--- src/rtl/ufps_map.svh ---
// Offsets, field positions, reset values and counts for the status block.
// Assumes word addressing on the plain register port.
`ifndef UFPS_MAP_SVH
`define UFPS_MAP_SVH
`define UFPS_NUM_INST 3
`define UFPS_ADDR_W 5
`define UFPS_DATA_W 16
`define UFPS_ENAB_W 15
`define UFPS_ADR_OPER_EVENT 5'h00
`define UFPS_ADR_OPER_COND 5'h01
`define UFPS_ADR_OPER_ENAB 5'h02
`define UFPS_ADR_QUES_EVENT 5'h03
`define UFPS_ADR_QUES_COND 5'h04
`define UFPS_ADR_QUES_ENAB 5'h05
`define UFPS_ADR_PRESET 5'h06
`define UFPS_ADR_ESE_ALIAS 5'h07
`define UFPS_ADR_FREQ_OBS 5'h08
`define UFPS_ADR_THRESH_BASE 5'h10
`define UFPS_ADR_ARM_BASE 5'h18
`define UFPS_THRESH_RST 16'h01C2
`define UFPS_OPER_ARMED_BIT 0
`define UFPS_QUES_TRIP_BIT 0
`endif

--- src/rtl/ufps_pkg.sv ---
// Types shared by the status block.
// Assumes the map header is included alongside.
package ufps_pkg;
	typedef logic [15:0] ufps_word_t;
	typedef logic [4:0] ufps_addr_t;
endpackage : ufps_pkg

--- src/rtl/ufps_regs.sv ---
// Under-frequency protection and status registers.
// Assumes a synchronous bus master on clk and a frequency word from another clock domain.
`timescale 1ns/1ps
`include "ufps_map.svh"
module ufps_regs (
	// Clock and reset
	input wire logic clk,
	input wire logic sys_rst,
	// Register port
	input wire ufps_pkg::ufps_addr_t reg_addr,
	input wire ufps_pkg::ufps_word_t reg_wdata,
	input wire logic reg_wr,
	input wire logic reg_rd,
	output ufps_pkg::ufps_word_t reg_rdata,
	// Frequency measurement, tenths of hertz
	input wire ufps_pkg::ufps_word_t out_freq,
	// Trip outputs
	output logic [`UFPS_NUM_INST-1:0] under_freq_protect_trip,
	output logic under_freq_any_trip
);
	import ufps_pkg::*;

	localparam int N = `UFPS_NUM_INST;

	// Frequency synchroniser and word filter
	ufps_word_t freq_s1_reg, freq_s2_reg, freq_s3_reg, freq_hold_reg, freq_hold_next;
	// Accept a word only after two equal samples
	always_comb begin
		freq_hold_next = freq_hold_reg;
		if (freq_s2_reg == freq_s3_reg)
			freq_hold_next = freq_s2_reg;
	end
	always_ff @(posedge clk) begin
		if (sys_rst) begin
			freq_s1_reg <= 16'h0000;
			freq_s2_reg <= 16'h0000;
			freq_s3_reg <= 16'h0000;
			freq_hold_reg <= 16'h0000;
		end else begin
			freq_s1_reg <= out_freq;
			freq_s2_reg <= freq_s1_reg;
			freq_s3_reg <= freq_s2_reg;
			freq_hold_reg <= freq_hold_next;
		end
	end

	ufps_word_t thresh_reg [N];
	ufps_word_t thresh_next [N];
	logic [N-1:0] arm_reg, arm_next;
	logic [N-1:0] trip_reg, trip_next;
	logic [`UFPS_ENAB_W-1:0] oper_en_reg, oper_en_next;
	logic [`UFPS_ENAB_W-1:0] ques_en_reg, ques_en_next;
	ufps_word_t oper_ev_reg, oper_ev_next;
	ufps_word_t ques_ev_reg, ques_ev_next;
	ufps_word_t oper_cond_prev_reg, ques_cond_prev_reg;
	ufps_word_t oper_cond, ques_cond;
	ufps_word_t rdata_next;
	logic any_next;

	// Live condition bits
	always_comb begin
		oper_cond = 16'h0000;
		ques_cond = 16'h0000;
		oper_cond[`UFPS_OPER_ARMED_BIT] = |arm_reg;
		ques_cond[`UFPS_QUES_TRIP_BIT] = |trip_reg;
	end

	genvar gi;
	generate
		for (gi = 0; gi < N; gi++) begin : g_inst
			always_comb begin
				thresh_next[gi] = thresh_reg[gi];
				arm_next[gi] = arm_reg[gi];
				if (reg_wr && reg_addr == `UFPS_ADR_THRESH_BASE + 5'(gi))
					thresh_next[gi] = reg_wdata;
				if (reg_wr && reg_addr == `UFPS_ADR_ARM_BASE + 5'(gi))
					arm_next[gi] = reg_wdata[0];
				trip_next[gi] = arm_reg[gi] && (freq_hold_reg < thresh_reg[gi]);
			end
			always_ff @(posedge clk) begin
				if (sys_rst) begin
					thresh_reg[gi] <= `UFPS_THRESH_RST;
					arm_reg[gi] <= 1'b0;
					trip_reg[gi] <= 1'b0;
				end else begin
					thresh_reg[gi] <= thresh_next[gi];
					arm_reg[gi] <= arm_next[gi];
					trip_reg[gi] <= trip_next[gi];
				end
			end
		end
	endgenerate

	// Status group next state
	always_comb begin
		oper_en_next = oper_en_reg;
		ques_en_next = ques_en_reg;
		oper_ev_next = oper_ev_reg;
		ques_ev_next = ques_ev_reg;
		if (reg_wr && (reg_addr == `UFPS_ADR_OPER_ENAB || reg_addr == `UFPS_ADR_ESE_ALIAS))
			oper_en_next = reg_wdata[`UFPS_ENAB_W-1:0];
		if (reg_wr && reg_addr == `UFPS_ADR_QUES_ENAB)
			ques_en_next = reg_wdata[`UFPS_ENAB_W-1:0];
		if (reg_wr && reg_addr == `UFPS_ADR_PRESET) begin
			oper_en_next = 15'h0000;
			ques_en_next = 15'h0000;
		end
		if (reg_rd && reg_addr == `UFPS_ADR_OPER_EVENT)
			oper_ev_next = 16'h0000;
		if (reg_rd && reg_addr == `UFPS_ADR_QUES_EVENT)
			ques_ev_next = 16'h0000;
		oper_ev_next = oper_ev_next | (oper_cond & ~oper_cond_prev_reg);
		ques_ev_next = ques_ev_next | (ques_cond & ~ques_cond_prev_reg);
	end

	always_ff @(posedge clk) begin
		if (sys_rst) begin
			oper_en_reg <= 15'h0000;
			ques_en_reg <= 15'h0000;
			oper_ev_reg <= 16'h0000;
			ques_ev_reg <= 16'h0000;
			oper_cond_prev_reg <= 16'h0000;
			ques_cond_prev_reg <= 16'h0000;
		end else begin
			oper_en_reg <= oper_en_next;
			ques_en_reg <= ques_en_next;
			oper_ev_reg <= oper_ev_next;
			ques_ev_reg <= ques_ev_next;
			oper_cond_prev_reg <= oper_cond;
			ques_cond_prev_reg <= ques_cond;
		end
	end

	// Read mux
	always_comb begin
		rdata_next = 16'h0000;
		if (reg_rd) begin
			case (reg_addr)
				`UFPS_ADR_OPER_EVENT: rdata_next = oper_ev_reg;
				`UFPS_ADR_OPER_COND: rdata_next = oper_cond;
				`UFPS_ADR_OPER_ENAB: rdata_next = {1'b0, oper_en_reg};
				`UFPS_ADR_ESE_ALIAS: rdata_next = {1'b0, oper_en_reg};
				`UFPS_ADR_QUES_EVENT: rdata_next = ques_ev_reg;
				`UFPS_ADR_QUES_COND: rdata_next = ques_cond;
				`UFPS_ADR_QUES_ENAB: rdata_next = {1'b0, ques_en_reg};
				`UFPS_ADR_FREQ_OBS: rdata_next = freq_hold_reg;
				default: begin
					for (int i = 0; i < N; i++) begin
						if (reg_addr == `UFPS_ADR_THRESH_BASE + 5'(i))
							rdata_next = thresh_reg[i];
						if (reg_addr == `UFPS_ADR_ARM_BASE + 5'(i))
							rdata_next = {15'h0000, arm_reg[i]};
					end
				end
			endcase
		end
		any_next = |trip_next;
	end

	always_ff @(posedge clk) begin
		if (sys_rst) begin
			reg_rdata <= 16'h0000;
			under_freq_any_trip <= 1'b0;
		end else begin
			reg_rdata <= rdata_next;
			under_freq_any_trip <= any_next;
		end
	end

	assign under_freq_protect_trip = trip_reg;

	property p_trip;
		@(posedge clk) disable iff (sys_rst)
		(arm_reg[0] && freq_hold_reg < thresh_reg[0]) |=> trip_reg[0];
	endproperty
	a_trip: assert property (p_trip) else $error("trip missed");

	property p_noarm;
		@(posedge clk) disable iff (sys_rst)
		!arm_reg[0] |=> !trip_reg[0];
	endproperty
	a_noarm: assert property (p_noarm) else $error("disarmed trip");

	property p_thr;
		@(posedge clk) disable iff (sys_rst)
		(reg_wr && reg_addr == `UFPS_ADR_THRESH_BASE) ##1
		(reg_rd && reg_addr == `UFPS_ADR_THRESH_BASE) |=> reg_rdata == $past(reg_wdata, 2);
	endproperty
	a_thr: assert property (p_thr) else $error("threshold readback");

	property p_arm;
		@(posedge clk) disable iff (sys_rst)
		(reg_wr && reg_addr == `UFPS_ADR_ARM_BASE) |=> arm_reg[0] == $past(reg_wdata[0]);
	endproperty
	a_arm: assert property (p_arm) else $error("arm write");

	property p_oev;
		@(posedge clk) disable iff (sys_rst)
		(reg_rd && reg_addr == `UFPS_ADR_OPER_EVENT) |=> reg_rdata == $past(oper_ev_reg);
	endproperty
	a_oev: assert property (p_oev) else $error("oper event read");

	property p_qcond;
		@(posedge clk) disable iff (sys_rst)
		(reg_rd && reg_addr == `UFPS_ADR_QUES_COND) |=> reg_rdata[0] == $past(|trip_reg);
	endproperty
	a_qcond: assert property (p_qcond) else $error("ques cond read");

	property p_oen;
		@(posedge clk) disable iff (sys_rst)
		(reg_wr && reg_addr == `UFPS_ADR_OPER_ENAB) |=> oper_en_reg == $past(reg_wdata[14:0]);
	endproperty
	a_oen: assert property (p_oen) else $error("oper enable store");

	property p_pre;
		@(posedge clk) disable iff (sys_rst)
		(reg_wr && reg_addr == `UFPS_ADR_PRESET) |=> (oper_en_reg == 15'h0000 && ques_en_reg == 15'h0000);
	endproperty
	a_pre: assert property (p_pre) else $error("preset failed");

	property p_latch;
		@(posedge clk) disable iff (sys_rst)
		$rose(ques_cond[0]) |=> ques_ev_reg[0];
	endproperty
	a_latch: assert property (p_latch) else $error("event not latched");

	property p_ocond;
		@(posedge clk) disable iff (sys_rst)
		(reg_rd && reg_addr == `UFPS_ADR_OPER_COND) |=> reg_rdata[0] == $past(|arm_reg);
	endproperty
	a_ocond: assert property (p_ocond) else $error("oper cond read");

	property p_qev;
		@(posedge clk) disable iff (sys_rst)
		(reg_rd && reg_addr == `UFPS_ADR_QUES_EVENT) |=> reg_rdata == $past(ques_ev_reg);
	endproperty
	a_qev: assert property (p_qev) else $error("ques event read");

	property p_qen;
		@(posedge clk) disable iff (sys_rst)
		(reg_wr && reg_addr == `UFPS_ADR_QUES_ENAB) |=> ques_en_reg == $past(reg_wdata[14:0]);
	endproperty
	a_qen: assert property (p_qen) else $error("ques enable store");

	property p_alias;
		@(posedge clk) disable iff (sys_rst)
		(reg_wr && reg_addr == `UFPS_ADR_ESE_ALIAS) |=> oper_en_reg == $past(reg_wdata[14:0]);
	endproperty
	a_alias: assert property (p_alias) else $error("alias store");

	property p_alrd;
		@(posedge clk) disable iff (sys_rst)
		(reg_rd && reg_addr == `UFPS_ADR_ESE_ALIAS) |=> reg_rdata == {1'b0, $past(oper_en_reg)};
	endproperty
	a_alrd: assert property (p_alrd) else $error("alias readback");

	property p_armrd;
		@(posedge clk) disable iff (sys_rst)
		(reg_rd && reg_addr == `UFPS_ADR_ARM_BASE) |=> reg_rdata == {15'h0000, $past(arm_reg[0])};
	endproperty
	a_armrd: assert property (p_armrd) else $error("arm readback");

	property p_thold;
		@(posedge clk) disable iff (sys_rst)
		!(reg_wr && reg_addr == `UFPS_ADR_THRESH_BASE) |=> $stable(thresh_reg[0]);
	endproperty
	a_thold: assert property (p_thold) else $error("threshold changed");

	property p_clr;
		@(posedge clk) disable iff (sys_rst)
		(reg_rd && reg_addr == `UFPS_ADR_OPER_EVENT && oper_cond == oper_cond_prev_reg)
		|=> oper_ev_reg == 16'h0000;
	endproperty
	a_clr: assert property (p_clr) else $error("event not cleared");

	property p_any;
		@(posedge clk) disable iff (sys_rst)
		under_freq_any_trip == (|under_freq_protect_trip);
	endproperty
	a_any: assert property (p_any) else $error("summary trip");
endmodule : ufps_regs

--- config.mk ---
export PLATFORM = sky130hd
export DESIGN_NAME = ufps_regs
export DESIGN_NICKNAME = d
export VERILOG_FILES = /design/src/rtl/ufps_pkg.sv /design/src/rtl/ufps_regs.sv
export VERILOG_INCLUDE_DIRS = /design/src /design/src/rtl
export SDC_FILE = /design/constraint.sdc
export NUM_CORES = 1
export LEC_CHECK = 0
export BUFFER_PORTS_ARGS = -buffer_cell sky130_fd_sc_hd__buf_4
export CORE_MARGIN = 8
export CORE_UTILIZATION = 35
export DETAILED_ROUTE_END_ITERATION = 10
export SYNTH_ARGS = -nofsm -noshare
export SYNTH_HDL_FRONTEND = slang
export SYNTH_SLANG_ARGS = --single-unit
--- constraint.sdc ---
create_clock -name clk -period 4.2 [get_ports clk]
set_input_delay 0.63 -clock clk [delete_from_list [all_inputs] [get_ports clk]]
set_output_delay 0.63 -clock clk [all_outputs]
set_load 0.05 [all_outputs]
=== Word-level counts from Yosys, hierarchy flattened ===
Memory sizes are Yosys's and may differ from the RTL's.
Cells that the tools add are included.

* Order comparisons: 3
* Equal/unequal tests: 15
* Muxes and demuxes: 18
* Bitwise operators: 10
* Reductions and logical operators: 22

{| class="wikitable"
|+ Operator list
! cell !! number
|-
| $mux 16 || 14
|-
| $pmux 16 s7 || 1
|-
| $lt 16x16->1 || 3
|-
| $and 1x16->16 || 2
|-
| $not 16->16 || 2
|-
| $or 16x16->16 || 2
|-
| $eq 5x5->1 const B || 6
|-
| $eq 5x3->1 const B || 4
|-
| $eq 16x16->1 || 1
|-
| $logic_and 1x1->1 || 14
|-
| $eq 5x2->1 const B || 2
|-
| $reduce_or 3->1 || 3
|-
| $reduce_or 2->1 || 3
|-
| $eq 5x1->1 const B || 1
|-
| $eq 5x4->1 const B || 1
|-
| $logic_not 5->1 || 1
|-
| $mux 1 || 3
|-
| $or 1x1->1 || 3
|-
| $logic_or 1x1->1 || 1
|-
| $not 1->1 || 1
|}

* Flip-flop bits (word level): 181
* Memory bits (writable): 48
* Output and inout bits: 20
* Word-level logic and storage cells: 89
* Memories: 1

{| class="wikitable"
|+ Memories
! name !! words !! width !! read ports !! clocked after Yosys merged registers in !! write ports !! RTL line !! RTL
|-
| thresh_reg || 3 || 16 || 3 || 0 || 3 || ufps_regs.sv:47 || <nowiki>ufps_word_t thresh_reg [N];</nowiki>
|}

=== Logic depth before layout (Yosys ltp) ===
* Word-level depth: 8
* Depth in mapped cells: 8
* Mapped depth without buffers: 7

=== Least setup slack after synthesis ===
OpenSTA, ideal clock, no wires.

* Path type: input port to flip-flop
* Start: input reg_addr[2]
* End: memory thresh_reg[1][10] in the netlist's numbering
* Arrival time: 1.754 ns
* Required time: 4.072 ns
* Slack: 2.318 ns
* Stages: 7
* Path buffers: 2
* Path through: buf_2 -> nand2b_1 -> nor3_1 -> nand2_1 -> buf_4 -> mux2i_1 -> nor2_1

{| class="wikitable"
|+ RTL lines
! element !! RTL line !! RTL
|-
| start, declared || ufps_regs.sv:10 || <nowiki>input wire ufps_pkg::ufps_addr_t reg_addr,</nowiki>
|-
| end, declared || ufps_regs.sv:47 ||
|}

==> flow_metrics.tcl <==
set metrics [dict create \
    outcome "complete, no violations" \
    finalHoldViolCount 0 \
    skew_ps 8.512 \
    syn_area_per_cell_um2 9.328 \
    power_frac_comb 0.056 \
    maxCapViolations 0 \
    cp_cell_sequence "buf_4 -> nand2b_1 -> nor3_2 -> buf_4 -> nand2_1 -> a211o_1" \
    wl_per_cell_um 16.17 \
    place_congestion 0.8235 \
    total_power_mw 3.369 \
    synth_edf_count 0 \
    post-route-period-util 0.5374 \
    clockRootBuffer "clkbuf_16" \
    fmax_ghz 0.4431 \
    fillers 2120 \
    ios 61 \
    clockBufferDepth 2 \
    cts_tree "built" \
    synthCells 789 \
    syn_to_final_growth_pct 16.56 \
    core_region_area_mm2 0.02082 \
    yosysUniqueCellTypes 53 \
    switchingPower_mw 0.8189 \
    swShare 0.2431 \
    crit_buf_inv 2 \
    tightest_slew_ps 1133 \
    fin_area_mm2 0.008578 \
    htree_levels 4 \
    relSlewSlack 0.2445 \
    hp-class "in2reg" \
    postCtsResizedCells 0 \
    critPathMaxFanout 20 \
    clock-sinks 169 \
    async_flop_share 0 \
    synth_area_mm2 0.007360 \
    start_util 0.3534 \
    die_area_mm2 0.02592 \
    synth-seq-area-share 0.4597 \
    critPathKind "in2reg" \
    crit_slowest_cell "nand2_1" \
    grt_pass1_vias 5554 \
    met2_length_mm 8.847 \
    top_layer_used "met4" \
    die_y_um 161.0 \
    dr.pass1.iters 5 \
    antenna_found_initial 0 \
    drtIter0Drc 258 \
    end_kind "register" \
    rrSetupSlack_ps 2040 \
    clk_latency_ps 420 \
    grt_pass1_wl_mm 29.69 \
    postCtsSetupRepairBufs 0 \
    ys_ff_latch 169 \
    wl_met3_um 727 \
    grtUsageTotal 0.1422 \
    tns_ps 0 \
    p_clk_frac 0.455 \
    hpwl_mm 12.87 \
    power_density_mw_per_mm2 392.7 \
    mostFrequentLayoutCell "dfxtp_1" \
    crit_required_ps 4510 \
    path_delay_family "simple AND/OR/NAND/NOR gates" \
    syn_nets 875 \
    placed_cell_area_mm2 0.007991 \
    n_antenna_cell 0 \
    critPathMostFrequentCell "buf_4" \
    grt-ovfl-total 0 \
    grt_max_degree 82 \
    cts_hold_buf 0 \
    layoutNonFillerInstCount 1117 \
    cts_buffers 17 \
    finalWorstPathRequiredPeriod_ps 2257 \
    setup_viol 0 \
    antenna_left 0 \
    fp-row-count 53 \
    drive_gt1_frac 0.1259 \
    drt-met1-wl_mm 8.281 \
    p_seq_frac 0.490 \
    finalWirelength_mm 18.07 \
    nets 915 \
    rsz0062_at_grt "no" \
    clkTransAtPathRegs_ps 70 \
    p_leak_nw 3.820 \
    vias_per_cell 5.002 \
    ys.warnings.count 0 \
    p_int_mw 2.550 \
    critPathArrivalTime_ps 2560 \
    vias 5587 \
    worstSetupStartpointType "primary input" \
    largest_reg_flops 48 \
    layout_common_cells "dfxtp_1 (169), nand2_1 (76), nor2_1 (69), buf_4 (66), nor2b_1 (56)" \
    report.final.slew_viol_count 0 \
    portBuffers 60 \
    vdd_drop_max_uv 226.2 \
    fp.dieW_um 161.0 \
    slowest_delay_ps 590 \
    place_inst 1085 \
    drc 0 \
    synth-main-ff-cell "dfxtp_1" \
]
logic make-up (layout without fill, tap and decap cells):
| kind of cell | Yosys count | count (layout) | share of synthesized area |
|---|---|---|---|
| AOI/OAI and AO/OA | 153 | 153 | 0.1392 |
| xor gates and xnor gates | 17 | 17 | 0.02023 |
| adders and majority gates | 45 | 45 | 0.07650 |
| buffers and inverters | 95 | 148 | 0.05559 |
| DFF | 169 | 169 | 0.4597 |
| muxes | 54 | 54 | 0.07344 |
| and+or+nand+nor | 256 | 256 | 0.1753 |
cells in the mapped netlist, drive strengths merged, types with 2 or more instances:
cell	count	area [um2]
nor4b	3	41.29
and3	14	87.58
nor3b	2	15.01
o21a	3	22.52
o21ai	9	45.04
a21o	3	22.52
a211o	12	105.1
nand2	77	291.5
mux2i	54	540.5
dfxtp	169	3383
a2111oi	2	17.52
a22oi	44	330.3
nor3	5	30.03
buf	23	138.9
nor2	70	265.3
and2	2	12.51
o211ai	4	30.03
a21oi	47	235.2
a31oi	14	87.58
xor2	17	148.9
inv	50	187.7
nand4	6	43.79
ha	45	563.0
nand3	5	25.02
nand2b	6	37.54
nor2b	56	350.3
clkbuf	22	82.58
a211oi	4	30.03
nor4	7	65.06
worst reg2reg max path, stage by stage, from the launching register on:
cell and delay, ps:
dfxtp_1 330, xor2_1 160, nor4_1 430, nand4_2 680, mux2i_1 360, nor2_1 60
stage by stage:
step	hold slack [ps]	worst slack, ps	utilization
after floorplan	413.8	2318	-
after global placement	423.1	1521	0.3838
after detailed placement	423.9	1487	0.3838
after CTS	401.8	1934	0.4120
after global routing	398.8	1756	0.4120
final	415.1	1943	0.4120
power by group through the flow:
stage	Sequential [mW]	Clock (mW)	Combinational (mW)
after CTS	1.65	1.57	0.189
after floorplan	1.68	0	0.115
after detailed placement	1.69	0	0.188
after global routing	1.65	1.65	0.207
after global placement	1.69	0	0.188
final	1.65	1.53	0.188
final cells by class:
type / instances / area (um2) / share of cell area
clock buffer: 17 / 425.4 / 0.04959
clock inverter: 15 / 161.4 / 0.01882
tap: 275 / 344.1 / 0.04011
timing repair buffer: 66 / 495.5 / 0.05776
multi-input combinational: 525 / 3581 / 0.4174
sequential: 169 / 3383 / 0.3944
inverter: 50 / 187.7 / 0.02188
worst paths after layout:
path,start,to,cells after the start
max reg2reg,freq_s2_reg[1],freq_hold_reg[5],5
min reg2reg,freq_s1_reg[0],freq_s2_reg[0],1
max,reg_addr[2],thresh_reg[2][6],6
min,out_freq[6],freq_s1_reg[6],2
per-layer routing:
metal	vias up	track usage
li1	2814	-
met1	2663	0.1777
met2	98	0.2374
met3	12	0.03258
met4	0	0.04756
met5	-	0
(Power assumes the default switching activity.)
